$ cat config.mk
export PLATFORM = sky130hd
export DESIGN_NAME = dsw_top
export DESIGN_NICKNAME = d
export VERILOG_FILES = /design/src/dsw_speed_clamp.v /design/src/dsw_top.v
export VERILOG_INCLUDE_DIRS = /design/src /design/src/src
export SDC_FILE = /design/constraint.sdc
export NUM_CORES = 1
export LEC_CHECK = 0
export ABC_AREA = 1
export BUFFER_PORTS_ARGS = -buffer_cell sky130_fd_sc_hd__clkbuf_2
export CAP_MARGIN = 20
export CORE_UTILIZATION = 39
export DETAILED_ROUTE_END_ITERATION = 12
export GPL_TIMING_DRIVEN = 0
export PLACE_DENSITY = 0.67
export SETUP_SLACK_MARGIN = 0.15
export SLEW_MARGIN = 10
export SYNTH_ARGS = -nofsm -noshare
export SYNTH_HDL_FRONTEND = slang
export SYNTH_SLANG_ARGS = --single-unit
$ cat constraint.sdc
create_clock -name clk_sys_in -period 6.7 [get_ports clk_sys_in]
set_input_delay 1.675 -clock clk_sys_in [delete_from_list [all_inputs] [get_ports clk_sys_in]]
set_output_delay 1.675 -clock clk_sys_in [all_outputs]
set_load 0.03 [all_outputs]
$ cat src/dsw_regs.vh
// Object indices, field positions, reset values and mode codes of the drive state word block.
`ifndef DSW_REGS_VH
`define DSW_REGS_VH

// ----------------------------------------------------------------------------
// Object dictionary indices and subindices
// ----------------------------------------------------------------------------
`define DSW_IDX_COMMAND 16'h6040
`define DSW_IDX_STATUS 16'h6041
`define DSW_IDX_VEL_TARGET 16'h6042
`define DSW_IDX_VEL_DEMAND 16'h6043
`define DSW_IDX_VEL_MEASURED 16'h6044
`define DSW_IDX_SPEED_LIMIT 16'h6046
`define DSW_SUB_ZERO 8'h00
`define DSW_SUB_LOWER 8'h01
`define DSW_SUB_UPPER 8'h02

// ----------------------------------------------------------------------------
// Reset values
// ----------------------------------------------------------------------------
`define DSW_RST_COMMAND 16'h0000
`define DSW_RST_STATUS 16'h0000
`define DSW_RST_VEL_TARGET 16'h00c8
`define DSW_RST_VEL 16'h0000
`define DSW_LIMIT_ENTRIES 8'h02
`define DSW_RST_LOWER 32'h0000_0000
`define DSW_RST_UPPER 32'h0000_7530
`define DSW_ZERO32 32'h0000_0000

// ----------------------------------------------------------------------------
// Command word bit positions
// ----------------------------------------------------------------------------
`define DSW_CMD_SWITCH_ON 0
`define DSW_CMD_POWER_ENABLE 1
`define DSW_CMD_FAST_HALT_N 2
`define DSW_CMD_RUN_PERMIT 3
`define DSW_CMD_MS_LO 4
`define DSW_CMD_MS_HI 6
`define DSW_CMD_CLEAR_ERROR 7
`define DSW_CMD_HALT 8
`define DSW_CMD_MS_TOP 9

// ----------------------------------------------------------------------------
// Status word bit positions
// ----------------------------------------------------------------------------
`define DSW_ST_READY 0
`define DSW_ST_SWITCHED_ON 1
`define DSW_ST_OP_ENABLED 2
`define DSW_ST_FAULT 3
`define DSW_ST_POWER_APPLIED 4
`define DSW_ST_FAST_HALT_N 5
`define DSW_ST_INHIBIT 6
`define DSW_ST_WARNING 7
`define DSW_ST_SYNC 8
`define DSW_ST_EXTERNAL 9
`define DSW_ST_GOAL 10
`define DSW_ST_LIMIT 11
`define DSW_ST_MS_LO 12
`define DSW_ST_MS_HI 13
`define DSW_ST_SPARE 14
`define DSW_ST_FEEDBACK 15

// ----------------------------------------------------------------------------
// Operating mode codes
// ----------------------------------------------------------------------------
`define DSW_MODE_PROFILE_POS 8'h01
`define DSW_MODE_VELOCITY 8'h02
`define DSW_MODE_PROFILE_VEL 8'h03
`define DSW_MODE_PROFILE_TRQ 8'h04
`define DSW_MODE_INTERP_POS 8'h07

// ----------------------------------------------------------------------------
// Speed saturation bound of a signed 16-bit speed
// ----------------------------------------------------------------------------
`define DSW_SPEED_MAX 32'h0000_7fff

`endif

$ cat src/dsw_speed_clamp.v
// Velocity-mode target speed clamp against the lower and upper speed amounts.
`timescale 1ns/10ps

`include "dsw_regs.vh"

module dsw_speed_clamp (
  input wire [15:0] target_in,
  input wire [31:0] lower_in,
  input wire [31:0] upper_in,
  output reg [15:0] demand_out,
  output reg clamped_out
);

  // --------------------------------------------------------------------------
  // Magnitude compare, sign kept
  // --------------------------------------------------------------------------
  reg [31:0] magnitude;
  reg [31:0] chosen;
  reg [15:0] mag16;

  always @* begin
    magnitude = target_in[15] ? {16'h0000, 16'h0000 - target_in} : {16'h0000, target_in};
    chosen = magnitude;
    clamped_out = 1'b0;
    if (magnitude > upper_in) begin
      chosen = upper_in;
      clamped_out = 1'b1;
    end else if (magnitude < lower_in) begin
      chosen = lower_in;
      clamped_out = 1'b1;
    end
    // A limit above the signed 16-bit range saturates rather than wraps.
    if (chosen > `DSW_SPEED_MAX) begin
      chosen = `DSW_SPEED_MAX;
    end
    mag16 = chosen[15:0];
    demand_out = target_in[15] ? 16'h0000 - mag16 : mag16;
  end

endmodule // dsw_speed_clamp

$ cat src/dsw_top.v
// Drive command word decode, power state machine, status word and velocity limit.
`timescale 1ns/10ps

`include "dsw_regs.vh"

module dsw_top (
  input wire clk_sys_in,
  input wire resetn_in,
  input wire od_req_in,
  input wire od_write_in,
  input wire [15:0] od_index_in,
  input wire [7:0] od_subindex_in,
  input wire [31:0] od_wdata_in,
  input wire [7:0] op_mode_in,
  input wire fault_in,
  input wire fault_react_done_in,
  input wire fast_halt_done_in,
  input wire warning_in,
  input wire sync_in,
  input wire goal_reached_in,
  input wire closed_loop_in,
  input wire [1:0] mode_status_bits_in,
  input wire [15:0] velocity_actual_in,
  output reg [31:0] od_rdata_out,
  output reg od_ack_out,
  output reg od_err_out,
  output reg [15:0] status_word_out,
  output reg [3:0] mode_specific_bits_out,
  output reg halt_out,
  output reg power_stage_on_out,
  output reg run_enable_out,
  output reg fast_halt_active_out,
  output reg fault_react_out,
  output reg [15:0] velocity_demand_out
);

  // --------------------------------------------------------------------------
  // Power state machine encoding
  // --------------------------------------------------------------------------
  localparam [2:0] ST_NOT_READY = 3'b000;
  localparam [2:0] ST_INHIBIT = 3'b001;
  localparam [2:0] ST_READY = 3'b010;
  localparam [2:0] ST_SWITCHED_ON = 3'b011;
  localparam [2:0] ST_OP_ENABLED = 3'b100;
  localparam [2:0] ST_FAST_HALT = 3'b101;
  localparam [2:0] ST_FAULT_REACT = 3'b110;
  localparam [2:0] ST_FAULT = 3'b111;

  // --------------------------------------------------------------------------
  // Register file
  // --------------------------------------------------------------------------
  reg [15:0] drive_command_word;
  reg [15:0] velocity_target;
  reg [15:0] velocity_measured;
  reg [31:0] speed_lower_limit;
  reg [31:0] speed_upper_limit;
  reg [2:0] state;
  reg [2:0] next_state;
  reg warning_latch;
  reg clear_prev;
  reg [15:0] next_status;

  wire switch_on_bit = drive_command_word[`DSW_CMD_SWITCH_ON];
  wire power_enable_bit = drive_command_word[`DSW_CMD_POWER_ENABLE];
  wire fast_halt_n = drive_command_word[`DSW_CMD_FAST_HALT_N];
  wire run_permit_bit = drive_command_word[`DSW_CMD_RUN_PERMIT];
  wire clear_error_bit = drive_command_word[`DSW_CMD_CLEAR_ERROR];
  wire halt_bit = drive_command_word[`DSW_CMD_HALT];

  // --------------------------------------------------------------------------
  // Command decode
  // --------------------------------------------------------------------------
  wire cmd_shutdown = power_enable_bit & fast_halt_n & ~switch_on_bit;
  wire cmd_switch_on = power_enable_bit & fast_halt_n & switch_on_bit & ~run_permit_bit;
  wire cmd_enable_op = power_enable_bit & fast_halt_n & switch_on_bit & run_permit_bit;
  wire cmd_disable_v = ~power_enable_bit;
  wire cmd_fast_halt = power_enable_bit & ~fast_halt_n;
  wire clear_edge = clear_error_bit & ~clear_prev;

  wire velocity_mode = (op_mode_in == `DSW_MODE_VELOCITY);
  wire halt_mode = (op_mode_in == `DSW_MODE_PROFILE_POS) | velocity_mode |
                   (op_mode_in == `DSW_MODE_PROFILE_VEL) | (op_mode_in == `DSW_MODE_PROFILE_TRQ) |
                   (op_mode_in == `DSW_MODE_INTERP_POS);

  // --------------------------------------------------------------------------
  // Velocity limit
  // --------------------------------------------------------------------------
  wire [15:0] clamp_demand;
  wire clamp_hit;

  dsw_speed_clamp u_clamp (
    .target_in(velocity_target),
    .lower_in(speed_lower_limit),
    .upper_in(speed_upper_limit),
    .demand_out(clamp_demand),
    .clamped_out(clamp_hit)
  );

  // --------------------------------------------------------------------------
  // Object dictionary decode
  // --------------------------------------------------------------------------
  reg hit;
  reg writable;
  reg [31:0] read_value;
  reg do_write;

  always @* begin
    hit = 1'b0;
    writable = 1'b0;
    read_value = `DSW_ZERO32;
    case (od_index_in)
      `DSW_IDX_COMMAND: begin
        hit = (od_subindex_in == `DSW_SUB_ZERO);
        writable = 1'b1;
        read_value = {16'h0000, drive_command_word};
      end
      `DSW_IDX_STATUS: begin
        hit = (od_subindex_in == `DSW_SUB_ZERO);
        read_value = {16'h0000, status_word_out};
      end
      `DSW_IDX_VEL_TARGET: begin
        hit = (od_subindex_in == `DSW_SUB_ZERO);
        writable = 1'b1;
        read_value = {16'h0000, velocity_target};
      end
      `DSW_IDX_VEL_DEMAND: begin
        hit = (od_subindex_in == `DSW_SUB_ZERO);
        read_value = {16'h0000, velocity_demand_out};
      end
      `DSW_IDX_VEL_MEASURED: begin
        hit = (od_subindex_in == `DSW_SUB_ZERO);
        read_value = {16'h0000, velocity_measured};
      end
      `DSW_IDX_SPEED_LIMIT: begin
        case (od_subindex_in)
          `DSW_SUB_ZERO: begin
            hit = 1'b1;
            read_value = {24'h00_0000, `DSW_LIMIT_ENTRIES};
          end
          `DSW_SUB_LOWER: begin
            hit = 1'b1;
            writable = 1'b1;
            read_value = speed_lower_limit;
          end
          `DSW_SUB_UPPER: begin
            hit = 1'b1;
            writable = 1'b1;
            read_value = speed_upper_limit;
          end
          default: begin
            hit = 1'b0;
          end
        endcase
      end
      default: begin
        hit = 1'b0;
      end
    endcase
    do_write = od_req_in & od_write_in & hit & writable;
  end

  // --------------------------------------------------------------------------
  // Writable objects
  // --------------------------------------------------------------------------
  always @(posedge clk_sys_in or negedge resetn_in) begin
    if (!resetn_in) begin
      drive_command_word <= `DSW_RST_COMMAND;
      velocity_target <= `DSW_RST_VEL_TARGET;
      speed_lower_limit <= `DSW_RST_LOWER;
      speed_upper_limit <= `DSW_RST_UPPER;
    end else if (do_write) begin
      case (od_index_in)
        `DSW_IDX_COMMAND: begin
          drive_command_word <= od_wdata_in[15:0];
        end
        `DSW_IDX_VEL_TARGET: begin
          velocity_target <= od_wdata_in[15:0];
        end
        `DSW_IDX_SPEED_LIMIT: begin
          if (od_subindex_in == `DSW_SUB_LOWER) begin
            speed_lower_limit <= od_wdata_in;
          end else begin
            speed_upper_limit <= od_wdata_in;
          end
        end
        default: begin
          drive_command_word <= drive_command_word;
        end
      endcase
    end
  end

  // --------------------------------------------------------------------------
  // Access answer
  // --------------------------------------------------------------------------
  always @(posedge clk_sys_in or negedge resetn_in) begin
    if (!resetn_in) begin
      od_ack_out <= 1'b0;
      od_err_out <= 1'b0;
      od_rdata_out <= `DSW_ZERO32;
    end else begin
      od_ack_out <= od_req_in;
      // Unknown objects and writes to read-only objects are refused.
      od_err_out <= od_req_in & (~hit | (od_write_in & ~writable));
      if (od_req_in & ~od_write_in & hit) begin
        od_rdata_out <= read_value;
      end else if (od_req_in) begin
        od_rdata_out <= `DSW_ZERO32;
      end
    end
  end

  // --------------------------------------------------------------------------
  // Power state machine
  // --------------------------------------------------------------------------
  always @* begin
    next_state = state;
    case (state)
      ST_NOT_READY: begin
        next_state = ST_INHIBIT;
      end
      ST_INHIBIT: begin
        if (cmd_shutdown) begin
          next_state = ST_READY;
        end
      end
      ST_READY: begin
        if (cmd_disable_v | cmd_fast_halt) begin
          next_state = ST_INHIBIT;
        end else if (cmd_switch_on | cmd_enable_op) begin
          next_state = ST_SWITCHED_ON;
        end
      end
      ST_SWITCHED_ON: begin
        if (cmd_disable_v | cmd_fast_halt) begin
          next_state = ST_INHIBIT;
        end else if (cmd_shutdown) begin
          next_state = ST_READY;
        end else if (cmd_enable_op) begin
          next_state = ST_OP_ENABLED;
        end
      end
      ST_OP_ENABLED: begin
        if (cmd_disable_v) begin
          next_state = ST_INHIBIT;
        end else if (cmd_fast_halt) begin
          next_state = ST_FAST_HALT;
        end else if (cmd_shutdown) begin
          next_state = ST_READY;
        end else if (cmd_switch_on) begin
          next_state = ST_SWITCHED_ON;
        end
      end
      ST_FAST_HALT: begin
        if (cmd_disable_v | fast_halt_done_in) begin
          next_state = ST_INHIBIT;
        end
      end
      ST_FAULT_REACT: begin
        if (fault_react_done_in) begin
          next_state = ST_FAULT;
        end
      end
      ST_FAULT: begin
        // The error clears only once its cause has gone.
        if (clear_edge & ~fault_in) begin
          next_state = ST_INHIBIT;
        end
      end
      default: begin
        next_state = ST_NOT_READY;
      end
    endcase
    if (fault_in & (state != ST_FAULT) & (state != ST_FAULT_REACT)) begin
      next_state = ST_FAULT_REACT;
    end
  end

  always @(posedge clk_sys_in or negedge resetn_in) begin
    if (!resetn_in) begin
      state <= ST_NOT_READY;
      clear_prev <= 1'b0;
      warning_latch <= 1'b0;
      velocity_measured <= `DSW_RST_VEL;
    end else begin
      state <= next_state;
      clear_prev <= clear_error_bit;
      velocity_measured <= velocity_actual_in;
      // A new warning wins over a clear in the same cycle.
      if (warning_in) begin
        warning_latch <= 1'b1;
      end else if (clear_edge) begin
        warning_latch <= 1'b0;
      end
    end
  end

  // --------------------------------------------------------------------------
  // Status word assembly
  // --------------------------------------------------------------------------
  always @* begin
    next_status = `DSW_RST_STATUS;
    case (next_state)
      ST_INHIBIT: begin
        next_status[`DSW_ST_INHIBIT] = 1'b1;
      end
      ST_READY: begin
        next_status[`DSW_ST_READY] = 1'b1;
        next_status[`DSW_ST_FAST_HALT_N] = 1'b1;
        next_status[`DSW_ST_POWER_APPLIED] = 1'b1;
      end
      ST_SWITCHED_ON: begin
        next_status[`DSW_ST_READY] = 1'b1;
        next_status[`DSW_ST_SWITCHED_ON] = 1'b1;
        next_status[`DSW_ST_FAST_HALT_N] = 1'b1;
        next_status[`DSW_ST_POWER_APPLIED] = 1'b1;
      end
      ST_OP_ENABLED: begin
        next_status[`DSW_ST_READY] = 1'b1;
        next_status[`DSW_ST_SWITCHED_ON] = 1'b1;
        next_status[`DSW_ST_OP_ENABLED] = 1'b1;
        next_status[`DSW_ST_FAST_HALT_N] = 1'b1;
        next_status[`DSW_ST_POWER_APPLIED] = 1'b1;
        next_status[`DSW_ST_FEEDBACK] = closed_loop_in;
      end
      ST_FAST_HALT: begin
        next_status[`DSW_ST_READY] = 1'b1;
        next_status[`DSW_ST_SWITCHED_ON] = 1'b1;
        next_status[`DSW_ST_OP_ENABLED] = 1'b1;
        next_status[`DSW_ST_POWER_APPLIED] = 1'b1;
      end
      ST_FAULT_REACT: begin
        next_status[`DSW_ST_READY] = 1'b1;
        next_status[`DSW_ST_SWITCHED_ON] = 1'b1;
        next_status[`DSW_ST_OP_ENABLED] = 1'b1;
        next_status[`DSW_ST_FAULT] = 1'b1;
      end
      ST_FAULT: begin
        next_status[`DSW_ST_FAULT] = 1'b1;
      end
      default: begin
        next_status[`DSW_ST_READY] = 1'b0;
      end
    endcase
    next_status[`DSW_ST_WARNING] = warning_latch | warning_in;
    next_status[`DSW_ST_SYNC] = sync_in;
    next_status[`DSW_ST_EXTERNAL] = 1'b1;
    next_status[`DSW_ST_GOAL] = goal_reached_in;
    next_status[`DSW_ST_LIMIT] = velocity_mode & clamp_hit;
    next_status[`DSW_ST_MS_HI:`DSW_ST_MS_LO] = mode_status_bits_in;
  end

  // --------------------------------------------------------------------------
  // Registered outputs
  // --------------------------------------------------------------------------
  always @(posedge clk_sys_in or negedge resetn_in) begin
    if (!resetn_in) begin
      status_word_out <= `DSW_RST_STATUS;
      mode_specific_bits_out <= 4'h0;
      halt_out <= 1'b0;
      power_stage_on_out <= 1'b0;
      run_enable_out <= 1'b0;
      fast_halt_active_out <= 1'b0;
      fault_react_out <= 1'b0;
      velocity_demand_out <= `DSW_RST_VEL;
    end else begin
      status_word_out <= next_status;
      mode_specific_bits_out <= {drive_command_word[`DSW_CMD_MS_TOP],
                                 drive_command_word[`DSW_CMD_MS_HI:`DSW_CMD_MS_LO]};
      halt_out <= halt_bit & halt_mode;
      power_stage_on_out <= (next_state == ST_SWITCHED_ON) | (next_state == ST_OP_ENABLED) |
                            (next_state == ST_FAST_HALT);
      run_enable_out <= (next_state == ST_OP_ENABLED);
      fast_halt_active_out <= (next_state == ST_FAST_HALT);
      fault_react_out <= (next_state == ST_FAULT_REACT);
      velocity_demand_out <= velocity_mode ? clamp_demand : `DSW_RST_VEL;
    end
  end

endmodule // dsw_top

; ---- Word-level counts from Yosys, hierarchy flattened
; Index checks and enable logic that the tools add are counted.
[op_classes]
addsub = 2
multipliers = 0
div_mod_pow = 0
n_lt_le_gt_ge = 3
eq_ne = 29
n_shift = 0
n_mux = 41
bitwise = 40
n_reduce_logical = 18
[ops]
columns = op, count
row1 = $pmux W32 S6, 1
row2 = $mux W32, 4
row3 = $eq A16 B15 Y1 const B, 6
row4 = $pmux W32 S3, 1
row5 = $mux W16, 4
row6 = $mux W3, 14
row7 = $gt A32 B15 Y1 const B, 1
row8 = $gt A32 B32 Y1, 1
row9 = $lt A32 B32 Y1, 1
row10 = $sub A1 B16 Y16 const A, 2
row11 = $eq A3 B3 Y1 const B, 8
row12 = $eq A8 B2 Y1 const B, 3
row13 = $pmux W3 S8, 1
row14 = $and A1 B1 Y1, 19
row15 = $eq A8 B1 Y1 const B, 2
row16 = $eq A8 B3 Y1 const B, 2
row17 = $mux W1, 14
row18 = $eq A3 B2 Y1 const B, 4
row19 = $or A1 B1 Y1, 11
row20 = $not A1 Y1, 10
row21 = $reduce_or A5 Y1, 2
row22 = $reduce_or A3 Y1, 3
row23 = $logic_not A8 Y1, 1
row24 = $reduce_or A4 Y1, 2
row25 = 8 further kinds, 16
[word_totals]
regBits = 191
latch_bits = 0
ramBits = 0
rom_bits = 0
in_bits = 93
output_inout_bits = 75
mem_count = 0

; ---- Depth between registers and ports, before layout
; Gate-level depths: netlist (run 1).
[depth]
ltp_word = 12
ltp_mapped = 32
mapped_depth_nobuf = 30

; ---- Cells and area by module
; Synthesis (run 1) repeated with hierarchy kept, for this count alone.
[hier_totals]
hier_cells = 1497
hier_area_um2 = 11096.9
[by_module_without_submodules]
columns = mod, n_inst, cells_each, area_per_inst_um2
row1 = dsw_top, 1, 1038, 8679.6
row2 = dsw_speed_clamp, 1, 459, 2417.3

; ---- Least setup slack after synthesis (run 1)
; OpenSTA, ideal clock, no wires.
[synth_path]
kind = flip-flop to flip-flop
from = register velocity_target[0]
to = register velocity_demand_out[14]
arrival_ps = 3786
required_ps = 6583
slack_ps = 2797
stages_incl_launch_ff = 32
path_buffers = 2
period_less_slack_ps = 3903
cell_sequence = dfrtp_1 -> inv_1 -> ha_1 -> nand2_1 -> nor2_1 -> nand3_1 -> nand2_1 -> o21ai_0 -> xor2_1 -> ha_1 -> nand2_1 -> inv_1 -> nand3_1 -> nor3_1 -> nand2_1 -> nand2_2 -> nand2_2 -> nand2_1 -> nand3_1 -> nand2_1 -> buf_4 -> clkbuf_1 -> nand3_1 -> inv_1 -> ha_1 -> nand3_1 -> nor2_1 -> nand3_1 -> nand2_1 -> nand4_1 -> nor2_1 -> nor2_1
[synth_via]
elab_chain_len = 10
elab_cells_between_ends = 11
classes_between = add/sub (2) / order compare (3) / mux (6)
[synth_lines]
columns = element, line
row1 = "start, declared", dsw_top.v:53  ; reg [15:0] velocity_target;
row2 = "start signal, assigned", dsw_top.v:168  ; velocity_target <= `DSW_RST_VEL_TARGET;
row3 = "start signal, assigned", dsw_top.v:177  ; velocity_target <= od_wdata_in[15:0];
row4 = $sub A1 B16 Y16, dsw_speed_clamp.v:22  ; magnitude = target_in[15] ? {16'h0000, 16'h0000 - target_in} : {16'h0000, target_in};
row5 = $mux W16 *, dsw_speed_clamp.v:22
row6 = $lt A32 B32 Y1, dsw_speed_clamp.v:28  ; end else if (magnitude < lower_in) begin
row7 = $mux W32, dsw_speed_clamp.v:28
row8 = $mux W32 *, dsw_speed_clamp.v:25  ; if (magnitude > upper_in) begin
row9 = $gt A32 B15 Y1 (no source line), n/a
row10 = $mux W16 *, dsw_speed_clamp.v:33  ; if (chosen > `DSW_SPEED_MAX) begin
row11 = $sub A1 B16 Y16, dsw_speed_clamp.v:37  ; demand_out = target_in[15] ? 16'h0000 - mag16 : mag16;
row12 = $mux W16 *, dsw_speed_clamp.v:37
row13 = $mux W16 (no source line) *, n/a
row14 = "end signal, assigned", dsw_top.v:365  ; velocity_demand_out <= `DSW_RST_VEL;
row15 = "end signal, assigned", dsw_top.v:376  ; velocity_demand_out <= velocity_mode ? clamp_demand : `DSW_RST_VEL;
row16 = "end, declared", dsw_top.v:34  ; output reg [15:0] velocity_demand_out
; Every way passes the cells marked *; elsewhere a longest branch is shown, timed or not.
; A chain may end at the register's enable or synchronous reset.

; ---- Worst setup path after layout (run 1)
[layout_path]
from = register velocity_target[0]
to = register velocity_demand_out[12]
; Same word-level chain as after synthesis.

==> results of run 1 <==
[registers in the layout, summed over array words and instances, names as in the netlist, 3 cells and up]
name / cells
od_rdata_out: 32
speed_lower_limit: 32
speed_upper_limit: 32
drive_command_word: 16
velocity_demand_out: 16
velocity_measured: 16
velocity_target: 16
status_word_out: 15
mode_specific_bits_out: 4
state: 3
[worst max-delay path: cells and delay by family (launching register included)]
kind	cells	cell delay, ps
buffers and inverters	5	990
AND/OR/NAND/NOR	22	2960
flip-flops	1	410
adder cells (fa/ha/maj)	3	680
AO/OA/AOI/OAI	1	140
XOR/XNOR	1	210
[per-layer routing]
layer / part of all wire / GRT usage / vias up
li1: - / - / 4544
met1: 0.44 / 0.360 / 4576
met2: 0.46 / 0.404 / 413
met3: 0.077 / 0.0439 / 49
met4: 0.025 / 0.0825 / 2
met5: 0.00039 / 0 / -
[where the power goes]
part / total, W / internal (W) / leakage (nW) / switching, W
combinational: 0.000124 / 0.0000373 / 3.11 / 0.0000865
sequential: 0.00117 / 0.00117 / 2.55 / 0.00000643
clock: 0.00106 / 0.000511 / 0.290 / 0.000546
total: 0.00235 / 0.00171 / 5.95 / 0.000639
[stage by stage]
stage	hold slack [ps]	util	cells	total power [W]	setup WS (ps)
after floorplan	374	-	1271	0.00124	2800
after global routing	427	0.475	1800	0.00243	627
after CTS	407	0.475	1800	0.00237	1290
after global placement	393	0.450	1767	0.00132	379
after detailed placement	398	0.451	1768	0.00132	1350
final	414	0.475	1800	0.00235	1180
[final cells by class]
type	count	area [um^2]
Sequential cell	191	4790
Fill cell	2580	13300
Buffer	48	277
Tap cell	330	413
Inverter	192	721
Timing Repair Buffer	167	867
Clock inverter	15	189
Clock buffer	17	425
Multi-Input combinational cell	840	4390
[layout by cell type, fill, tap and decap left out, types with 3 or more instances in the layout]
master,synthesis,layout
clkbuf_16,0,17
nand4_1,13,13
buf_4,9,9
clkbuf_2,0,165
a21oi_1,44,44
clkbuf_1,22,22
buf_6,7,7
nor4_1,4,4
clkinv_8,0,5
o22ai_1,11,11
o21ai_1,95,95
dfrtp_1,181,181
inv_1,183,183
dfstp_2,10,10
nand2_2,3,3
xor2_1,13,13
a2111oi_0,12,12
ha_1,33,33
nand2_1,314,314
o221ai_1,5,5
inv_2,7,7
nand3_1,66,66
buf_2,8,8
nor2_1,86,86
o211ai_1,15,15
nor3_2,4,4
o21ai_0,60,60
inv_8,0,3
a32o_1,16,16
nor3_1,15,15
or2_2,4,4
[worst min-delay path by stage]
stage	from	end	cells past startpoint
6_report	drive_command_word[7]	clear_prev	0
5_1_grt	drive_command_word[4]	mode_specific_bits_out[0]	0
2_1_floorplan	drive_command_word[7]	clear_prev	0
3_5_place_dp	drive_command_word[4]	mode_specific_bits_out[0]	0
3_3_place_gp	drive_command_word[7]	clear_prev	0
4_1_cts	drive_command_word[4]	mode_specific_bits_out[0]	0
[kinds of logic (layout without fill, tap and decap cells)]
family | Yosys count | in the layout
xor+xnor | 13 | 13
buf+inv | 240 | 439
flops | 191 | 191
compound gates | 268 | 268
simple gates | 524 | 524
fa+ha+maj | 33 | 33
other cells | 2 | 2
==> impl_metrics.csv, run 1 <==
group,metric,value,unit
worst_setup_path,ff2ff_setup_slack,1180,ps
synthesis,synthSimpleGateAreaFrac,0.225,
die,io_pins,168,
layout,design_area,0.0121,mm^2
clock_network,cts_tree,"done",
place,dp_hpwl,25300,um
timing,fmax,181,MHz
worst_setup_path,slowest_stage,"clkbuf_1",
synthesis,synthMuxAreaShare,0,
route,vias_per_cell,5.32,
worst_hold_path,hold_class,"reg2reg",
route,routed-via-count,9584,
worst_setup_path,crit_path_end_kind,"flip-flop",
grt,antenna_found_initial,1,
timing,fin_setup_tns,0,ps
synthesis,synth_top_area_share,0.445,
route,ant_nets,0,
power,power_leakage,5.95,nW
grt,track_usage,0.257,
route,wl,33100,um
worst_setup_path,worstReg2RegStart,"velocity_target[0]",
outcome,status,"finished, final reports clean",
worst_setup_path,cp_max_fo,10,
timing,setup_violations,0,
clock_network,postCtsSetupBuffers,0,
synthesis,yosysTopAreaCell,"dfrtp_1",
synthesis,synth.net_count,1397,
synthesis,ys_ff_latch,191,
synthesis,synth_area_per_cell,8.01,um^2
worst_setup_path,cp-start-kind,"flip-flop",
layout,drive_gt1_frac,0.179,
die,design.core.area,0.0254,mm^2
worst_setup_path,crit_type,"reg2reg",
clock_network,postCtsHoldBufs,0,
worst_setup_path,r2r_end,"velocity_demand_out[12]",
synthesis,synthTopCellsByCount,"nand2_1, inv_1, dfrtp_1",
clock_network,numCtsBuffers,17,
synthesis,syn_area,0.0102,mm^2
worst_setup_path,worstPathRequired,7020,ps
timing,period_needed,5520,ps
die,start_util,0.401,
grt,grt_max_degree,100,
timing,slew_viol_final,0,
clock_network,h-tree-depth,4,
grt,grt_pass1_wl,51400,um
die,die_w,164,um
place,gp_congestion,0.970,
clock_network,clk_pin_slew_worst_paths,80,ps
place,place_area,0.0115,mm^2
clock_network,clock_sinks,191,
timing,finalHoldViolations,0,
place,io_buffer_count,166,
power,powerDensity,195,mW/mm^2
timing,finClkSkew,15.3,ps
route,routedWlPerCell,18.4,um
layout,antennaDiodeCount,0,
synthesis,synth-edff-count,0,
clock_network,cts.path.max_buffers,2,
grt,grt_overflow,0,
synthesis,synthCells,1271,
synthesis,synth-xor-area-share,0.0112,
die,die-area,0.0267,mm^2
grt,grt_pass1_vias,9051,
clock_network,cts.repair.resized,0,
power,peakVddDrop,0.000156,V
worst_setup_path,cp-startpoint,"velocity_target[0]",
layout,nets,1583,
timing,rsz0062_at_grt,"false",
timing,worstMarginPinSlew,857,ps
route,drtPass1Iterations,5,
worst_setup_path,path_common_cell,"nand2_1",
synthesis,synthFlopType,"dfrtp_1",
synthesis,async_flop_share,1.00,
synthesis,ys_top_cells_by_area,"dfrtp_1, nand2_1, inv_1",
clock_network,clockRootBuffer,"clkbuf_16",
run,cap_viol_max_count,0,
synthesis,yosysWarningCount,0,
synthesis,synth_fa_ha_area_frac,0.0406,
worst_setup_path,critPathArrivalTime,5840,ps
die,die_y,164,um
synthesis,synth_top_family_by_area,"simple AND/OR/NAND/NOR gates",
worst_setup_path,endpoint,"velocity_demand_out[12]",
timing,relSlewSlack,0.429,
timing,post-route-period-util,0.824,
layout,syn2layout_area_growth,18.6,%
clock_network,clk_latency,450,ps
route,drc,0,
synthesis,synth-compound-area-share,0.154,
route,first_iter_violations,896,
synthesis,ys_seq_area_frac,0.471,
synthesis,yosys.cell_count.top_type,"nand2_1",
worst_setup_path,r2r_cells,32,
worst_setup_path,critical_path.max_stage_delay,440,ps
synthesis,ys_types,48,
die,rows,58,
No activity file was read; power rests on OpenSTA's default activity.
==> inputs of run 2 (changes only) <==
--- a/config.mk
+++ b/config.mk
@@ -6,13 +6,13 @@
 export SDC_FILE = /design/constraint.sdc
 export NUM_CORES = 1
 export LEC_CHECK = 0
-export ABC_AREA = 1
+export ABC_AREA = 0
 export BUFFER_PORTS_ARGS = -buffer_cell sky130_fd_sc_hd__clkbuf_2
 export CAP_MARGIN = 20
 export CORE_UTILIZATION = 39
 export DETAILED_ROUTE_END_ITERATION = 12
 export GPL_TIMING_DRIVEN = 0
-export PLACE_DENSITY = 0.67
+export PLACE_DENSITY = 0.69
 export SETUP_SLACK_MARGIN = 0.15
 export SLEW_MARGIN = 10
 export SYNTH_ARGS = -nofsm -noshare
==> constraint.sdc (replaced) <==
create_clock -name clk_sys_in -period 5.05 [get_ports clk_sys_in]
set_input_delay 1.2625 -clock clk_sys_in [delete_from_list [all_inputs] [get_ports clk_sys_in]]
set_output_delay 1.2625 -clock clk_sys_in [all_outputs]
set_load 0.03 [all_outputs]
==> impl_metrics.csv, run 2 <==
group,metric,value,unit
clock_network,numCtsBuffers,17,
synthesis,synth.net_count,1036,
die,die_w,161,um
layout,final_core_util,0.500,
timing,fin_setup_tns,-268,ps
worst_setup_path,crit_type,"reg2reg",
die,start_util,0.401,
power,powerDensity,249,mW/mm^2
synthesis,ys_types,74,
outcome,status,"finished, violations left",
power,seqPwrFrac,0.509,
worst_setup_path,ff2ff_setup_slack,-90,ps
timing,finClkSkew,10.4,ps
synthesis,ys_ff_latch,191,
clock_network,cts_tree,"done",
synthesis,synthFlopType,"dfrtp_1",
grt,grt_max_degree,102,
die,die-area,0.0260,mm^2
route,first_iter_violations,816,
timing,finalHoldViolations,0,
timing,relSlewSlack,0.407,
clock_network,cts.path.max_buffers,2,
synthesis,synthTopCellsByCount,"dfrtp_1, inv_1, nor2_1",
grt,track_usage,0.242,
synthesis,ys_top_cells_by_area,"dfrtp_1, mux2_1, mux2_2",
timing,period_needed,5140,ps
synthesis,yosys.cell_count.top_type,"dfrtp_1",
synthesis,synth_top_area_share,0.459,
worst_setup_path,cp-start-kind,"flip-flop",
die,design.core.area,0.0246,mm^2
clock_network,clock_sinks,191,
route,drc,0,
die,die_y,161,um
timing,fmax,195,MHz
route,routedWlPerCell,21.4,um
route,vias_per_cell,5.76,
route,drtPass1Iterations,10,
timing,setup_violations,4,
clock_network,clockRootBuffer,"clkbuf_16",
synthesis,syn_area,0.00987,mm^2
power,combPwrFrac,0.053,
timing,post-route-period-util,1.02,
outcome,violations,"setup timing",
run,cap_viol_max_count,0,
layout,multiInputGateArea,0.00488,mm^2
synthesis,yosysWarningCount,0,
grt,antenna_found_initial,0,
layout,antennaDiodeCount,0,
power,netSwitchingPower,0.000727,W
layout,most-common-layout-cells,"dfrtp_1, clkbuf_2, inv_1",
worst_setup_path,crit_path_end_kind,"flip-flop",
grt,grt_pass1_wl,47500,um
worst_setup_path,worstReg2RegStart,"velocity_target[1]",
worst_hold_path,hold_start,"drive_command_word[4]",
timing,rsz0062_at_grt,"true",
power,intPower,0.00233,W
layout,nets,1255,
clock_network,clk_pin_slew_worst_paths,70,ps
power,p_total,0.00306,W
route,ant_nets,0,
clock_network,h-tree-depth,4,
worst_setup_path,critPathArrivalTime,5440,ps
synthesis,synth_area_per_cell,10.8,um^2
place,gp_congestion,0.960,
timing,worstMarginPinSlew,889,ps
die,rows,57,
worst_hold_path,hold_depth,0,
clock_network,postCtsHoldBufs,0,
layout,syn2layout_area_growth,24.7,%
worst_setup_path,r2r_cells,21,
worst_setup_path,worstPathRequired,5350,ps
synthesis,ys_seq_area_frac,0.485,
power,swShare,0.237,
synthesis,yosysTopAreaCell,"dfrtp_1",
layout,reg.largest.list,"od_rdata_out (32), speed_lower_limit (32), speed_upper_limit (32)",
worst_hold_path,worstHoldEndpoint,"mode_specific_bits_out[0]",
grt,grt_overflow,0,
route,routed-via-count,8443,
power,peakVddDrop,0.000199,V
clock_network,clk_latency,440,ps
power,clockPowerShare,0.438,
timing,layout_setup_ws,-91.3,ps
layout,drive_gt1_frac,0.327,
place,io_buffer_count,166,
layout,final_common_cell,"dfrtp_1",
route,wl,31300,um
synthesis,synthCells,910,
grt,grt_pass1_vias,8330,
synthesis,async_flop_share,1.00,
place,dp_hpwl,22700,um
worst_setup_path,r2r_end,"velocity_demand_out[14]",
layout,fillers,2266,
die,io_pins,168,
timing,slew_viol_final,0,
layout,regArea,0.00479,mm^2
worst_hold_path,hold_class,"reg2reg",
worst_setup_path,cp_max_fo,6,
synthesis,synth-edff-count,0,
power,power_leakage,5.82,nW
==> run 2: cell count changes after synthesis, sizes merged, moves of 13 or more <==
cell,delta
a222oi,+15
o22ai,+26
a22oi,+45
o221a,+13
nor2,-27
o21ai,-131
inv,-115
a32o,-15
clkbuf,+13
nand2,-281
mux2i,+16
xnor2,+13
mux2,+102
nand3,-61
==> run 2: power groups by stage <==
stage / Clock (W) / Sequential, W / Combinational (W)
2_1_floorplan: 0 / 0.00160 / 0.0000389
3_3_place_gp: 0 / 0.00159 / 0.000155
3_5_place_dp: 0 / 0.00159 / 0.000162
4_1_cts: 0.00137 / 0.00156 / 0.000163
5_1_grt: 0.00143 / 0.00156 / 0.000179
6_report: 0.00134 / 0.00156 / 0.000162
==> run 2: how the worst max path moves through the flow <==
| stage | to | from | depth (start not counted) | slack (ps) |
|---|---|---|---|---|
| 2_1_floorplan | velocity_demand_out[14] | velocity_target[0] | 21 | 150 |
| 3_3_place_gp | velocity_demand_out[14] | velocity_target[2] | 18 | -1100 |
| 3_5_place_dp | velocity_demand_out[14] | velocity_target[2] | 18 | -1070 |
| 4_1_cts | velocity_demand_out[14] | velocity_target[0] | 19 | 40 |
| 5_1_grt | velocity_demand_out[14] | velocity_target[1] | 21 | -240 |
| 6_report | velocity_demand_out[14] | velocity_target[1] | 21 | -90 |
==> run 2: routing by layer <==
metal  vias up  wire length, um  global-route usage
li1       3805                -                   -
met1      4153            13400               0.323
met2       403            14300               0.382
met3        82             2480              0.0524
met4         0             1130              0.0969
met5         -                0                   0
==> run 2: cells by family (layout without fill, tap and decap cells) <==
| group | Yosys count | after routing | share of synthesized area |
|---|---|---|---|
| other cells | 2 | 2 | 0.000761 |
| xor+xnor | 25 | 25 | 0.0222 |
| flops | 191 | 191 | 0.485 |
| compound gates | 221 | 221 | 0.165 |
| fa+ha+maj | 34 | 34 | 0.0430 |
| buf+inv | 125 | 357 | 0.0497 |
| simple gates | 194 | 194 | 0.101 |
| mux | 118 | 118 | 0.133 |
==> run 2: cell type report <==
class	instances	area share
Sequential cell	191	0.389
Inverter	76	0.0232
Clock inverter	12	0.0112
Buffer	49	0.0193
Multi-Input combinational cell	594	0.396
Tap cell	324	0.0329
Timing Repair Buffer	200	0.0923
Clock buffer	20	0.0355
==> run 2: repair_timing <==
action	CTS	global route
resized for setup	44	32
endpoints found under the setup margin	17	14
buffers inserted	27	5
pin swaps	15	12
cloned	0	0
==> run 2: through the flow <==
stage                     hold slack (ps)  setup WS (ps)  cells  instance area [um^2]
after floorplan                       371            154    910                  9880
after global placement                419          -1100   1400                 11100
after detailed placement              421          -1070   1401                 11200
after CTS                             442           35.6   1460                 12100
after global routing                  460           -244   1466                 12300
final                                 445          -91.3   1466                 12300
==> run 2: critical path, stage by stage, from the launching register on <==
cell	delay, ps
dfrtp_1	410
inv_2	90
ha_4	150
or4b_4	520
or2_1	270
o21ai_1	170
xor2_1	210
inv_1	100
ha_1	280
nand4_1	120
or3_4	410
or4_4	580
a31oi_4	190
buf_8	180
mux2i_4	250
a21oi_4	90
nor2_4	150
ha_4	190
nand4_1	100
o31ai_2	270
xor2_1	200
nor2_1	60
==> inputs of run 3 (changes only) <==
--- a/config.mk
+++ b/config.mk
@@ -9,10 +9,10 @@
 export ABC_AREA = 0
 export BUFFER_PORTS_ARGS = -buffer_cell sky130_fd_sc_hd__clkbuf_2
 export CAP_MARGIN = 20
-export CORE_UTILIZATION = 39
+export CORE_UTILIZATION = 40
 export DETAILED_ROUTE_END_ITERATION = 12
 export GPL_TIMING_DRIVEN = 0
-export PLACE_DENSITY = 0.69
+export PLACE_DENSITY = 0.7
 export SETUP_SLACK_MARGIN = 0.15
 export SLEW_MARGIN = 10
 export SYNTH_ARGS = -nofsm -noshare
==> impl_metrics.csv, run 3 (synthesis gave the netlist of run 2 again) <==
group,metric,value,unit
layout,final_common_cell,"dfrtp_1",
worst_setup_path,worstPathRequired,5350,ps
timing,post-route-period-util,1.01,
worst_hold_path,hold_start,"drive_command_word[9]",
worst_setup_path,crit_type,"reg2reg",
timing,fin_setup_tns,-222,ps
route,wl,31300,um
worst_setup_path,critical_path.max_stage_delay,580,ps
die,die_w,159,um
worst_setup_path,worstReg2RegStart,"velocity_target[7]",
worst_setup_path,slowest_stage,"or4_4",
grt,grt_max_degree,98,
timing,finClkSkew,9.96,ps
die,io_pins,168,
route,ant_nets,0,
timing,holdWs,423,ps
place,io_buffer_count,166,
power,seqPwrFrac,0.509,
timing,finalHoldViolations,0,
worst_setup_path,crit_path_end_kind,"flip-flop",
power,swShare,0.250,
timing,slew_viol_final,0,
grt,grt_overflow,0,
run,cap_viol_max_count,0,
timing,fmax,195,MHz
power,combPwrFrac,0.052,
grt,grt_pass1_wl,48000,um
route,drtPass1Iterations,6,
clock_network,h-tree-depth,4,
grt,antenna_found_initial,0,
grt,grt_pass1_vias,8440,
power,intPower,0.00229,W
route,first_iter_violations,784,
power,peakVddDrop,0.000208,V
die,design.core.area,0.0242,mm^2
worst_setup_path,critPathTopFamily,"simple AND/OR/NAND/NOR gates",
clock_network,cts_tree,"done",
power,p_total,0.00306,W
worst_setup_path,path_cells,"or3_1 -> buf_6 -> or4_4 -> o41ai_4 -> xnor2_2 -> ha_1 -> nand4_1 -> or3_4 -> or4_4 -> a31oi_4 -> buf_8 -> mux2i_2 -> a21oi_2 -> nor2_2 -> ha_4 -> nand4_1 -> o21ai_2 -> xor2_1 -> nor2_1",
power,netSwitchingPower,0.000764,W
timing,relSlewSlack,0.398,
timing,rsz0062_at_grt,"true",
timing,layout_setup_ws,-73.8,ps
clock_network,clock_sinks,191,
place,dp_hpwl,22800,um
layout,antennaDiodeCount,0,
clock_network,clk_latency,440,ps
worst_setup_path,critPathBufInv,2,
grt,track_usage,0.248,
die,start_util,0.407,
worst_setup_path,cp-start-kind,"flip-flop",
power,clockPowerShare,0.439,
worst_setup_path,critPathArrivalTime,5430,ps
clock_network,clk_pin_slew_worst_paths,70,ps
layout,nets,1272,
place,gp_congestion,0.975,
place,place_ws,-1180,ps
timing,setup_violations,4,
layout,fillers,2162,
die,die_y,159,um
route,vias_per_cell,5.73,
outcome,status,"finished, violations left",
layout,reg.largest.list,"od_rdata_out (32), speed_lower_limit (32), speed_upper_limit (32)",
die,die-area,0.0253,mm^2
timing,worstMarginPinSlew,903,ps
layout,most-common-layout-cells,"dfrtp_1, clkbuf_2, inv_1",
worst_setup_path,cp_max_fo,7,
timing,period_needed,5120,ps
power,powerDensity,247,mW/mm^2
power,power_leakage,5.89,nW
clock_network,numCtsBuffers,17,
clock_network,clockRootBuffer,"clkbuf_16",
route,routedWlPerCell,21.1,um
worst_setup_path,cp-startpoint,"velocity_target[7]",
layout,syn2layout_area_growth,25.5,%
route,routed-via-count,8498,
outcome,violations,"setup timing",
clock_network,cts.path.max_buffers,2,
route,drc,0,
die,rows,57,
layout,drive_gt1_frac,0.335,
worst_hold_path,hold_class,"reg2reg",
==> run 3: worst reg2reg max path, cell delays in order (launching register included) <==
cell and delay (ps):
dfstp_2 370, or3_1 370, buf_6 150, or4_4 460
o41ai_4 310, xnor2_2 140, ha_1 320, nand4_1 150
or3_4 390, or4_4 580, a31oi_4 260, buf_8 160
mux2i_2 230, a21oi_2 90, nor2_2 190, ha_4 180
nand4_1 160, o21ai_2 200, xor2_1 220, nor2_1 60
==> run 3: final timing paths <==
check / end / slack (ps) / cells past startpoint
min in group asynchronous: od_rdata_out[12] / 900 / 1
worst max register to register: velocity_demand_out[12] / -70 / 19
worst min register to register: mode_specific_bits_out[3] / 420 / 0
max in group asynchronous: velocity_target[0] / 3190 / 2
worst min-delay path: mode_specific_bits_out[3] / 420 / 0
worst max-delay path: velocity_demand_out[12] / -70 / 19
==> run 3: final cells by class <==
cell class              count  area [um^2]  share of cell area
clock inverters            15          151              0.0122
clock buffers              17          425              0.0343
multi-input cells         594         4840               0.390
repair buffers            217         1250               0.101
plain buffers              49          245              0.0198
well taps                 324          405              0.0327
inverters                  76          285              0.0230
flip-flops and latches    191         4800               0.387
==> run 3: per-layer routing <==
layer / up-vias / routed length, um / track usage / share of wire
met5: - / 0 / 0 / 0
met4: 0 / 835 / 0.0844 / 0.027
met3: 65 / 2440 / 0.0487 / 0.078
met2: 400 / 14700 / 0.404 / 0.47
met1: 4199 / 13300 / 0.331 / 0.43
li1: 3834 / - / - / -
==> run 3: timing repair <==
action,4_1_cts,5_1_grt
buffers inserted,44,5
endpoints found under the hold margin,0,0
cloned,0,0
endpoints found under the setup margin,17,15
hold buffers,0,0
resized for setup,45,23
pin swaps,18,14
==> run 3: metrics by stage <==
step / utilization / cell area [um^2] / cells
after global routing: 0.511 / 12400 / 1483
after CTS: 0.506 / 12300 / 1477
after global placement: 0.458 / 11100 / 1400
after floorplan: - / 9880 / 910
final: 0.511 / 12400 / 1483
after detailed placement: 0.460 / 11200 / 1401
==> run 3: power by group through the flow <==
| stage | Combinational, W | Sequential, W | Clock [W] |
|---|---|---|---|
| after floorplan | 0.0000389 | 0.00160 | 0 |
| after global placement | 0.000155 | 0.00159 | 0 |
| after detailed placement | 0.000161 | 0.00159 | 0 |
| after CTS | 0.000162 | 0.00156 | 0.00136 |
| after global routing | 0.000177 | 0.00156 | 0.00142 |
| final | 0.000160 | 0.00156 | 0.00134 |
